File: config.mk
export PLATFORM = sky130hd
export DESIGN_NAME = fault_alert_pin_logic
export DESIGN_NICKNAME = d
export VERILOG_FILES = /design/src/verilog/alert_pkg.sv /design/src/verilog/pin_drive_map.sv /design/src/verilog/power_mode_fsm.sv /design/src/verilog/fault_alert_pin_logic.sv
export SDC_FILE = /design/constraint.sdc
export NUM_CORES = 1
export LEC_CHECK = 0
export BUFFER_PORTS_ARGS = -buffer_cell sky130_fd_sc_hd__buf_2
export CORE_MARGIN = 5
export CORE_UTILIZATION = 31
export CTS_CLUSTER_SIZE = 16
export DETAILED_ROUTE_END_ITERATION = 16
export PLACE_DENSITY = 0.52
export SYNTH_ARGS = -nofsm -noshare
export SYNTH_HDL_FRONTEND = slang
export SYNTH_HIERARCHICAL = 1
export SYNTH_SLANG_ARGS = --single-unit
File: constraint.sdc
create_clock -name core_clk_in -period 2.51 [get_ports core_clk_in]
set_input_delay 0.1255 -clock core_clk_in [delete_from_list [all_inputs] [get_ports core_clk_in]]
set_output_delay 0.1255 -clock core_clk_in [all_outputs]
set_load 0.03 [all_outputs]
File: src/verilog/alert_pkg.sv
// shared constants and types for the fault alert pin logic
package alert_pkg;
    // power mode encoding
    typedef enum logic [1:0]
    {
        MODE_NORMAL    = 2'b00,
        MODE_SLEEP     = 2'b01,
        MODE_HIBERNATE = 2'b10
    } power_mode_t;

    // fault flag vector positions
    localparam int FLAG_COUNT     = 8;
    localparam int FLAG_CHG_THR   = 0;
    localparam int FLAG_BAT_HIGH  = 1;
    localparam int FLAG_BAT_LOW   = 2;
    localparam int FLAG_OT_CHG    = 3;
    localparam int FLAG_OT_DSG    = 4;
    localparam int FLAG_INT_SHORT = 5;
    localparam int FLAG_TAB_DISC  = 6;
    localparam int FLAG_PEAK_CUR  = 7;

    // widths
    localparam int CAP_WIDTH  = 16;
    localparam int TIME_WIDTH = 8;

    // reset values
    localparam logic RST_LOW  = 1'b0;
    localparam logic RST_HIGH = 1'b1;
endpackage

File: src/verilog/pin_drive_map.sv
// pin level and enable mapping from pullup, polarity and asserted state
`timescale 1ns/10ps
module pin_drive_map
(
    // settings
    input  wire logic pullup_in,
    input  wire logic polarity_in,
    // state: 1 = interrupt set or power-off state
    input  wire logic active_in,
    // drive
    output logic      level_out,
    output logic      oe_out
);
    // pullup off: open drain, low on one state; pullup on: push-pull
    always_comb
    begin
        if (pullup_in)
        begin
            oe_out    = 1'b1;
            level_out = polarity_in ? active_in : ~active_in;
        end
        else
        begin
            level_out = 1'b0;
            oe_out    = polarity_in ? ~active_in : active_in;
        end
    end
endmodule // pin_drive_map

File: src/verilog/power_mode_fsm.sv
// coarse power mode tracker: normal, sleep, hibernate
`timescale 1ns/10ps
module power_mode_fsm
(
    // clock and reset
    input  wire logic                 core_clk_in,
    input  wire logic                 arst_n_in,
    // requests
    input  wire logic                 sleep_req_in,
    input  wire logic                 hibernate_req_in,
    input  wire logic                 low_voltage_in,
    input  wire logic                 wake_in,
    // state
    output alert_pkg::power_mode_t    mode_out,
    output logic                      hib_low_v_out
);
    alert_pkg::power_mode_t mode_q;
    logic                   hib_low_v_q;

    // normal leaves only by entering another mode; hibernate wins over sleep
    always_ff @(posedge core_clk_in or negedge arst_n_in)
    begin
        if (!arst_n_in)
            mode_q <= alert_pkg::MODE_NORMAL;
        else
        begin
            case (mode_q)
                alert_pkg::MODE_NORMAL:
                    if (hibernate_req_in || low_voltage_in)
                        mode_q <= alert_pkg::MODE_HIBERNATE;
                    else if (sleep_req_in)
                        mode_q <= alert_pkg::MODE_SLEEP;
                alert_pkg::MODE_SLEEP:
                    if (hibernate_req_in || low_voltage_in)
                        mode_q <= alert_pkg::MODE_HIBERNATE;
                    else if (!sleep_req_in || wake_in)
                        mode_q <= alert_pkg::MODE_NORMAL;
                alert_pkg::MODE_HIBERNATE:
                    if (wake_in)
                        mode_q <= alert_pkg::MODE_NORMAL;
                default:
                    mode_q <= alert_pkg::MODE_NORMAL;
            endcase
        end
    end

    // remember why hibernate was entered
    always_ff @(posedge core_clk_in or negedge arst_n_in)
    begin
        if (!arst_n_in)
            hib_low_v_q <= alert_pkg::RST_LOW;
        else if (mode_q != alert_pkg::MODE_HIBERNATE)
            hib_low_v_q <= low_voltage_in;
    end

    assign mode_out      = mode_q;
    assign hib_low_v_out = hib_low_v_q;
endmodule // power_mode_fsm

File: src/verilog/fault_alert_pin_logic.sv
// fault alert / power-off pin controller of a battery gauge
`timescale 1ns/10ps
module fault_alert_pin_logic
(
    // clock and reset
    input  wire logic                            core_clk_in,
    input  wire logic                            arst_n_in,
    // configuration
    input  wire logic                            alert_pin_select_in,
    input  wire logic                            poweroff_enable_cfg_in,
    input  wire logic                            output_pullup_cfg_in,
    input  wire logic                            poweroff_polarity_cfg_in,
    input  wire logic                            alert_polarity_cfg_in,
    input  wire logic [alert_pkg::TIME_WIDTH-1:0] ot_chg_time_in,
    input  wire logic [alert_pkg::TIME_WIDTH-1:0] ot_dsg_time_in,
    input  wire logic                            internal_short_alert_enable_in,
    input  wire logic                            tab_disconnect_alert_enable_in,
    input  wire logic                            peak_current_alert_enable_in,
    input  wire logic                            trip_point_enable_in,
    // host commands
    input  wire logic                            set_poweroff_cmd_in,
    input  wire logic                            clear_poweroff_cmd_in,
    input  wire logic                            trip_set_wr_in,
    input  wire logic                            trip_clear_wr_in,
    input  wire logic [alert_pkg::CAP_WIDTH-1:0]  trip_wdata_in,
    // gauge status
    input  wire logic [alert_pkg::FLAG_COUNT-1:0] fault_flags_in,
    input  wire logic [alert_pkg::CAP_WIDTH-1:0]  remaining_capacity_a_in,
    input  wire logic                            discharging_in,
    input  wire logic                            charging_in,
    // power mode requests
    input  wire logic                            sleep_req_in,
    input  wire logic                            hibernate_req_in,
    input  wire logic                            low_voltage_in,
    input  wire logic                            wake_in,
    // output pin
    output logic                                 poweroff_output_pin_out,
    output logic                                 poweroff_output_pin_oe_out,
    // comm pin interrupt drive (low only)
    output logic                                 single_wire_comm_pin_out,
    output logic                                 single_wire_comm_pin_oe_out,
    // status
    output logic                                 poweroff_armed_bit_out,
    output logic                                 trip_point_alert_out,
    output logic                                 alert_active_out,
    output alert_pkg::power_mode_t               power_mode_out,
    output logic                                 measure_enable_out
);
    ////////////////////////////////////////////////////////////////////////
    // state
    logic                           armed_q;
    logic                           pullup_q;
    logic                           started_q;
    logic [alert_pkg::CAP_WIDTH-1:0] set_thr_q;
    logic [alert_pkg::CAP_WIDTH-1:0] clr_thr_q;
    logic                           set_new_q;
    logic                           clr_new_q;
    logic                           trip_q;
    logic                           alert_q;
    logic                           po_lvl_q;
    logic                           po_oe_q;
    logic                           hq_lvl_q;
    logic                           hq_oe_q;
    logic                           meas_q;
    logic [alert_pkg::FLAG_COUNT-1:0] flag_en;
    logic                           flag_alert;
    logic                           trip_hit;
    logic                           alert_d;
    logic                           poweroff_mode;
    logic                           poweroff_state;
    logic                           map_active;
    logic                           map_pol;
    logic                           map_lvl;
    logic                           map_oe;
    logic                           hib_low_v;
    alert_pkg::power_mode_t         mode;

    ////////////////////////////////////////////////////////////////////////
    // power mode tracker
    power_mode_fsm u_mode
    (
        .core_clk_in      (core_clk_in),
        .arst_n_in        (arst_n_in),
        .sleep_req_in     (sleep_req_in),
        .hibernate_req_in (hibernate_req_in),
        .low_voltage_in   (low_voltage_in),
        .wake_in          (wake_in),
        .mode_out         (mode),
        .hib_low_v_out    (hib_low_v)
    );

    ////////////////////////////////////////////////////////////////////////
    // armed bit: command or enable bit sets, clear command drops it only while neither set source is high
    always_ff @(posedge core_clk_in or negedge arst_n_in)
    begin
        if (!arst_n_in)
            armed_q <= alert_pkg::RST_LOW;
        else if (set_poweroff_cmd_in || poweroff_enable_cfg_in)
            armed_q <= 1'b1;
        else if (clear_poweroff_cmd_in)
            armed_q <= 1'b0;
    end

    // pullup is captured once after reset release, so later changes wait for the next reset
    always_ff @(posedge core_clk_in or negedge arst_n_in)
    begin
        if (!arst_n_in)
        begin
            started_q <= alert_pkg::RST_LOW;
            pullup_q  <= alert_pkg::RST_LOW;
        end
        else if (!started_q)
        begin
            started_q <= 1'b1;
            pullup_q  <= output_pullup_cfg_in;
        end
    end

    ////////////////////////////////////////////////////////////////////////
    // per-source gating
    always_comb
    begin
        flag_en                           = '0;
        flag_en[alert_pkg::FLAG_CHG_THR]   = 1'b1;
        flag_en[alert_pkg::FLAG_BAT_HIGH]  = 1'b1;
        flag_en[alert_pkg::FLAG_BAT_LOW]   = 1'b1;
        flag_en[alert_pkg::FLAG_OT_CHG]    = |ot_chg_time_in;
        flag_en[alert_pkg::FLAG_OT_DSG]    = |ot_dsg_time_in;
        flag_en[alert_pkg::FLAG_INT_SHORT] = internal_short_alert_enable_in;
        flag_en[alert_pkg::FLAG_TAB_DISC]  = tab_disconnect_alert_enable_in;
        flag_en[alert_pkg::FLAG_PEAK_CUR]  = peak_current_alert_enable_in;
    end

    assign flag_alert = |(fault_flags_in & flag_en);

    ////////////////////////////////////////////////////////////////////////
    // trip thresholds and new-value tracking
    always_ff @(posedge core_clk_in or negedge arst_n_in)
    begin
        if (!arst_n_in)
        begin
            set_thr_q <= '0;
            clr_thr_q <= '1;
        end
        else
        begin
            if (trip_set_wr_in)
                set_thr_q <= trip_wdata_in;
            if (trip_clear_wr_in)
                clr_thr_q <= trip_wdata_in;
        end
    end

    // a write fresh after latching counts toward release; both needed
    always_ff @(posedge core_clk_in or negedge arst_n_in)
    begin
        if (!arst_n_in)
        begin
            set_new_q <= alert_pkg::RST_LOW;
            clr_new_q <= alert_pkg::RST_LOW;
        end
        else if (trip_q && (set_new_q || trip_set_wr_in) && (clr_new_q || trip_clear_wr_in))
        begin
            set_new_q <= 1'b0;
            clr_new_q <= 1'b0;
        end
        else if (trip_q)
        begin
            set_new_q <= set_new_q || trip_set_wr_in;
            clr_new_q <= clr_new_q || trip_clear_wr_in;
        end
        else
        begin
            set_new_q <= 1'b0;
            clr_new_q <= 1'b0;
        end
    end

    assign trip_hit = (discharging_in && (remaining_capacity_a_in <= set_thr_q))
                   || (charging_in && (remaining_capacity_a_in >= clr_thr_q));

    // trip latch: a hit sets it only while clear; once set, both writes release it even while the hit persists
    always_ff @(posedge core_clk_in or negedge arst_n_in)
    begin
        if (!arst_n_in)
            trip_q <= alert_pkg::RST_LOW;
        else if (!trip_point_enable_in)
            trip_q <= 1'b0;
        else if (trip_hit && !trip_q)
            trip_q <= 1'b1;
        else if (trip_q && (set_new_q || trip_set_wr_in) && (clr_new_q || trip_clear_wr_in))
            trip_q <= 1'b0;
    end

    // trip mode hides every other source
    assign alert_d = trip_point_enable_in ? trip_q : flag_alert;

    always_ff @(posedge core_clk_in or negedge arst_n_in)
    begin
        if (!arst_n_in)
            alert_q <= alert_pkg::RST_LOW;
        else
            alert_q <= alert_d;
    end

    ////////////////////////////////////////////////////////////////////////
    // pin function and drive
    assign poweroff_mode  = alert_pin_select_in && (poweroff_enable_cfg_in || armed_q);
    assign poweroff_state = (mode == alert_pkg::MODE_HIBERNATE) && hib_low_v;
    assign map_active     = poweroff_mode ? poweroff_state : alert_q;
    assign map_pol        = poweroff_mode ? poweroff_polarity_cfg_in : alert_polarity_cfg_in;

    pin_drive_map u_pin_map
    (
        .pullup_in   (pullup_q),
        .polarity_in (map_pol),
        .active_in   (map_active),
        .level_out   (map_lvl),
        .oe_out      (map_oe)
    );

    // output pin: interrupt when select 0, power-off when armed, else released
    always_ff @(posedge core_clk_in or negedge arst_n_in)
    begin
        if (!arst_n_in)
        begin
            po_lvl_q <= alert_pkg::RST_LOW;
            po_oe_q  <= alert_pkg::RST_LOW;
        end
        else if (!started_q)
        begin
            po_lvl_q <= 1'b0;
            po_oe_q  <= 1'b0;
        end
        else if (!alert_pin_select_in || poweroff_mode)
        begin
            po_lvl_q <= map_lvl;
            po_oe_q  <= map_oe;
        end
        else
        begin
            po_lvl_q <= 1'b0;
            po_oe_q  <= 1'b0;
        end
    end

    // comm pin: open drain low only, no pullup option
    always_ff @(posedge core_clk_in or negedge arst_n_in)
    begin
        if (!arst_n_in)
        begin
            hq_lvl_q <= alert_pkg::RST_LOW;
            hq_oe_q  <= alert_pkg::RST_LOW;
        end
        else
        begin
            hq_lvl_q <= 1'b0;
            hq_oe_q  <= alert_pin_select_in && (alert_polarity_cfg_in ? ~alert_q : alert_q);
        end
    end

    // measurements run in normal and sleep, halted in hibernate
    always_ff @(posedge core_clk_in or negedge arst_n_in)
    begin
        if (!arst_n_in)
            meas_q <= alert_pkg::RST_LOW;
        else
            meas_q <= (mode != alert_pkg::MODE_HIBERNATE);
    end

    ////////////////////////////////////////////////////////////////////////
    // outputs
    assign poweroff_output_pin_out     = po_lvl_q;
    assign poweroff_output_pin_oe_out  = po_oe_q;
    assign single_wire_comm_pin_out    = hq_lvl_q;
    assign single_wire_comm_pin_oe_out = hq_oe_q;
    assign poweroff_armed_bit_out      = armed_q;
    assign trip_point_alert_out        = trip_q;
    assign alert_active_out            = alert_q;
    assign power_mode_out              = mode;
    assign measure_enable_out          = meas_q;

    ////////////////////////////////////////////////////////////////////////
    // checks
    a_trip_hides_flags: assert property (@(posedge core_clk_in) disable iff (!arst_n_in)
        trip_point_enable_in |=> (alert_q == $past(trip_q)))
        else $error("trip mode did not supersede flags");
    a_trip_holds_latch: assert property (@(posedge core_clk_in) disable iff (!arst_n_in)
        (trip_q && trip_point_enable_in && !trip_set_wr_in && !trip_clear_wr_in && !set_new_q) |=> trip_q)
        else $error("trip alert released without both writes");
    a_trip_fires: assert property (@(posedge core_clk_in) disable iff (!arst_n_in)
        (trip_point_enable_in && !trip_q && trip_hit) |=> trip_q)
        else $error("trip hit not latched");
    a_flag_or_follows: assert property (@(posedge core_clk_in) disable iff (!arst_n_in)
        !trip_point_enable_in |=> (alert_q == $past(flag_alert)))
        else $error("alert not OR of enabled flags");
    a_overtemp_gated: assert property (@(posedge core_clk_in) disable iff (!arst_n_in)
        (!trip_point_enable_in && ot_chg_time_in == '0 && fault_flags_in == (1 << alert_pkg::FLAG_OT_CHG))
        |=> !alert_q)
        else $error("overtemp charge alerted with zero time");
    a_armed_sets: assert property (@(posedge core_clk_in) disable iff (!arst_n_in)
        set_poweroff_cmd_in |=> armed_q)
        else $error("armed bit not set by command");
    a_comm_idle_sel0: assert property (@(posedge core_clk_in) disable iff (!arst_n_in)
        !alert_pin_select_in |=> !hq_oe_q)
        else $error("comm pin driven while select is 0");
    a_reset_hiz_pin: assert property (@(posedge core_clk_in) disable iff (!arst_n_in)
        !started_q |=> !po_oe_q)
        else $error("output pin driven right after reset");
    a_pullup_static: assert property (@(posedge core_clk_in) disable iff (!arst_n_in)
        started_q |=> $stable(pullup_q))
        else $error("pullup changed without reset");
    a_poweroff_normal: assert property (@(posedge core_clk_in) disable iff (!arst_n_in)
        (started_q && poweroff_mode && mode != alert_pkg::MODE_HIBERNATE && pullup_q)
        |=> (po_lvl_q == ~$past(poweroff_polarity_cfg_in)))
        else $error("power-off pin left normal state outside hibernate");
endmodule // fault_alert_pin_logic

; Word-level counts from Yosys, hierarchy flattened
; Cells that the tools add are included.
[classes]
reduce_logical = 25
multipliers = 0
magnitude_cmp = 2
mux = 27
bitwise = 3
shift = 0
div_mod_pow = 0
add_sub_neg = 0
n_eq_ne = 7
[op_table]
columns = operator, count
row1 = OR reduction 8 bit, 3
row2 = 2-to-1 mux 1 bit, 21
row3 = >= comparator 16 bit, 1
row4 = less-or-equal comparator 16 bit, 1
row5 = 2-to-1 mux 2 bit, 5
row6 = AND 8 bit, 1
row7 = logical AND 1 bit, 8
row8 = logical OR 1 bit, 8
row9 = != test 3 x 1 -> 1 bit (second input constant), 2
row10 = one-hot mux 2 bit (3 select lines), 1
row11 = != test 2 bit (second input constant), 2
row12 = zero test 1 bit, 3
row13 = != test 3 x 2 -> 1 bit (second input constant), 1
row14 = AND reduction 3 bit, 1
row15 = == test 2 x 1 -> 1 bit (second input constant), 1
row16 = == test 2 bit (second input constant), 1
row17 = zero test 2 bit, 1
row18 = inverter 1 bit, 2
row19 = nonzero test 2 bit, 1
[word_totals]
wordCells = 79
ff_bits = 46
n_memories = 0
latchBits = 0
input_bits = 77
output_inout_bits = 10
ram_bits = 0
mem_bits_ro = 0

; Logic depth before layout (Yosys ltp)
[logic_depth]
depth_word = 8
mapped_depth = 7
mapped_depth_nobuf = 7

; By module
; The synthesis kept the hierarchy.
[modules_own_cells]
columns = mod, seq_area_each_um2, instances, area_per_inst_um2, cells_each
row1 = fault_alert_pin_logic, 1096.1, 1, 2428.6, 259
row2 = power_mode_fsm, 75.1, 1, 122.6, 9
row3 = pin_drive_map, 0.0, 1, 21.3, 3

; Worst setup path after synthesis
; OpenSTA, ideal clock, no wires.
[synth_path]
kind = register to register
from = reg clr_thr_q[0] (netlist bit)
to = reg trip_q (netlist: trip_point_alert_out)
setup_time_ns = 0.128
t_arrival_ns = 1.640
path_stages_with_launch = 7
slack_ns = 0.742
t_required_ns = 2.382
period_less_slack_ns = 1.768
path_buffers = 0
path_cell_list = dfstp_2 ha_1 nand2b_1 a2111oi_2 a2111oi_0 o32ai_1 o22ai_1
[synth_between]
elab_chain_cells = 6
word_cells_on_any_way = 7
cone_classes = 1 x order compare / 1 x eq/ne / 2 x mux / 3 x reduce/logical
[synth_lines]
columns = item, line_no
row1 = from (decl), fault_alert_pin_logic.sv:55  ; logic [alert_pkg::CAP_WIDTH-1:0] clr_thr_q;
row2 = from (signal assigned), fault_alert_pin_logic.sv:150  ; clr_thr_q <= trip_wdata_in;
row3 = >= comparator 16 bit (*), fault_alert_pin_logic.sv:180  ; || (charging_in && (remaining_capacity_a_in >= clr_thr_q));
row4 = logical AND 1 bit (*), fault_alert_pin_logic.sv:180
row5 = logical OR 1 bit (*), fault_alert_pin_logic.sv:180
row6 = logical AND 1 bit (*), fault_alert_pin_logic.sv:189  ; else if (trip_hit && !trip_q)
row7 = 2-to-1 mux 1 bit, fault_alert_pin_logic.sv:189
row8 = 2-to-1 mux 1 bit, fault_alert_pin_logic.sv:187  ; else if (!trip_point_enable_in)
row9 = to (signal assigned), fault_alert_pin_logic.sv:186  ; trip_q <= alert_pkg::RST_LOW;
row10 = to (decl), fault_alert_pin_logic.sv:58  ; logic trip_q;
; Every way passes the cells marked *; elsewhere a longest branch is shown, timed or not.
; A chain may end at the register's enable or synchronous reset.

; Worst setup path after layout
[layout_path]
from = reg clr_thr_q[13] (netlist bit)
to = reg trip_q (netlist: trip_point_alert_out)
; The elaborated chain is that of the path after synthesis.

==> results.json <==
{
  "drive_gt1_share_pct": 32.32,
  "dp_slack_ns": 0.6182,
  "fin_util_pct": 39.79,
  "synthTopCellsByArea": "dfrtp_1 29%, dfstp_2 16%, ha_1 16%",
  "initial_core_util_pct": 31.63,
  "nNetsFinal": 470,
  "drt_iter0_drc": 59,
  "hold_violations": 0,
  "critPathMaxStageDelay_ns": 0.54,
  "critPathRequiredTime_ns": 2.73,
  "ir_drop_uv": 250.3,
  "cts_resized": 0,
  "path_cells": "inv_1, ha_1, and4_1, nand2_1, a2111oi_0, o32ai_1, o22ai_1",
  "period_share_pct": 76.19,
  "total_power_mw": 1.729,
  "route.vias.total": 2135,
  "power_leakage_nw": 1.610,
  "area_growth_pct": 25.83,
  "synth_cell_type_count": 42,
  "grt_pass1_wl_mm": 9.853,
  "fin_ws_ns": 0.5977,
  "async_flop_share_pct": 100.0,
  "gp_congestion": 0.7354,
  "avgSynthCellArea_um2": 9.492,
  "yosysSeqAreaShare_pct": 45.53,
  "drv_cap": 0,
  "pwr-share-seq_pct": 49.5,
  "clockBufferDepth": 2,
  "internal_power_mw": 1.200,
  "holdCritPathClass": "in -> reg",
  "cp.arrival_ns": 2.14,
  "numCtsBuffers": 5,
  "cts.sinks": 46,
  "ioPinCount": 87,
  "row_count": 33,
  "synth_flop_cell": "dfrtp_1",
  "dr.pass1.iters": 4,
  "fin_skew_ns": 0.01165,
  "ant_nets": 0,
  "synth_edf_count": 0,
  "core_um2": 8134,
  "stdcell_count": 467,
  "period_minus_slack_ns": 1.912,
  "synth_warnings": 6,
  "hold_ws_ns": 0.03565,
  "cts_tree": "yes",
  "synth-seq-cells": 46,
  "numPortBuffers": 85,
  "tightest_slew_ns": 0.5665,
  "clk_pin_slew_ns": 0.10,
  "placed_cells": 455,
  "crit_family": "compound AO/OA/AOI/OAI gates",
  "start_kind": "register",
  "rsz0062_at_grt": "no",
  "die-area_um2": 10220,
  "power.net_switching_uw": 528.7,
  "wl_mm": 6.095,
  "slew_headroom_pct": 62.23,
  "maxSlewViolCount": 0,
  "n_antenna_cell": 0,
  "drcViolationCount": 0,
  "synthesis.area_um2": 2572,
  "synth_most_common_cell": "nand2_1",
  "clock_latency_ns": 0.31,
  "syn-instance-count": 271,
  "synthTopCellsByCount": "43 x nand2_1, 39 x o21ai_0, 35 x inv_1, 32 x ha_1, 30 x dfrtp_1",
  "die_w_um": 101.1,
  "synth_top_area_share_pct": 29.18,
  "crit_path_end_kind": "register",
  "hpwl_mm": 4.930,
  "fin_area_um2": 3237,
  "crit_path_top_delay_cell": "dfstp_2",
  "avgRoutedWirePerCell_um": 13.05,
  "yosysTopAreaCell": "dfrtp_1",
  "viasPerCell": 4.572,
  "syn_nets": 380,
  "cp_num_buf_inv": 1,
  "grt_overflow": 0,
  "cp_max_fo": 2,
  "tns_ns": 0,
  "p_sw_share_pct": 30.58,
  "power.density_nw_per_um2": 534.1,
  "grt_usage_pct": 12.18,
  "grt_antenna_before_repair": 0,
  "htreeDepth": 2,
  "clkPwrFrac_pct": 26.9,
  "pwr-share-comb_pct": 23.7,
  "fmax_mhz": 522.9,
  "dpl-instance-area_um2": 3107,
  "grt_pass1_vias": 2200,
  "grt_max_degree": 35,
  "die_h_um": 101.1,
  "setup_viol_count_final": 0,
  "clock-root-buffer": "clkbuf_8",
  "status": "completed",
  "crit_type": "reg -> reg"
}
cells in the final DEF, fill, tap and decap left out, types with 2 or more instances in the layout:
master,instances
o211ai_1,2
and3_1,2
buf_2,85
conb_1,2
a21oi_1,12
and2_1,2
dlygate4sd3_1,4
nand2_1,43
clkbuf_8,5
nor4_1,7
and4_1,3
nand3_1,2
dfrtp_1,30
dfstp_2,16
ha_1,32
inv_1,35
nand4_1,3
o21ai_0,39
nand2b_1,3
mux2_2,4
nor2_1,4
nor2b_1,2
power by group through the flow:
stage	logic (mW)	registers [mW]	clock network [mW]
2_1_floorplan	0.216	0.897	0
3_3_place_gp	0.406	0.869	0
3_5_place_dp	0.411	0.870	0
4_1_cts	0.416	0.856	0.480
5_1_grt	0.472	0.864	0.521
6_report	0.409	0.855	0.465
flip-flops by register name, summed over array words and instances (netlist names):
signal	flops
set_thr_q	16
alert_active_out	1
poweroff_armed_bit_out	1
u_mode/mode_out	2
measure_enable_out	1
poweroff_output_pin_out	1
single_wire_comm_pin_oe_out	1
clr_thr_q	16
trip_point_alert_out	1
u_mode/hib_low_v_out	1
started_q	1
pullup_q	1
poweroff_output_pin_oe_out	1
clr_new_q	1
set_new_q	1
worst paths after layout:
path,start,end,slack [ns],cells past startpoint
min in group asynchronous,arst_n_in,poweroff_output_pin_oe_out,0.22,2
worst max register to register,clr_thr_q[13],trip_point_alert_out,0.60,7
max in group asynchronous,arst_n_in,clr_thr_q[10],1.50,3
worst min register to register,set_new_q,clr_new_q,0.43,1
worst min-delay path,trip_point_enable_in,alert_active_out,0.04,2
worst max-delay path,clr_thr_q[13],trip_point_alert_out,0.60,7
repair_timing:
item                      4_1_cts  5_1_grt
buffers inserted                0        0
hold endpoints to repair       14        1
hold buffers                    3        1
worst register-to-register path, stage by stage, from the launching register on:
cell and delay (ns):
dfstp_2 0.54, inv_1 0.05, ha_1 0.28, and4_1 0.22, nand2_1 0.07, a2111oi_0 0.36
o32ai_1 0.15, o22ai_1 0.15
per-layer routing:
metal / wire length, um / vias up / GRT usage (%)
li1: - / 1113 / -
met1: 2836 / 978 / 16.47
met2: 2979 / 40 / 19.87
met3: 212 / 4 / 2.284
met4: 67 / 0 / 3.374
met5: 0 / - / 0
area by class of cell:
| class | instances | area, um^2 |
|---|---|---|
| inverters | 35 | 131.4 |
| well taps | 105 | 131.4 |
| multi-input cells | 183 | 1240 |
| flip-flops and latches | 46 | 1171 |
| fillers | 839 | 4897 |
| clock inverters | 3 | 21.27 |
| clock buffers | 5 | 68.82 |
| repair buffers | 90 | 473.0 |
logic make-up (layout without fill, tap and decap cells):
kind of cell	count (synthesis)	in the layout	synth area share (%)
and+or+nand+nor	73	73	13.47
AOI/OAI and AO/OA	69	69	16.00
DFF	46	46	45.53
buffers and inverters	42	133	6.275
adders and majority gates	32	32	15.56
muxes	5	5	2.189
other	2	2	0.2919
xor gates and xnor gates	2	2	0.6811
(Power assumes the default switching activity.)
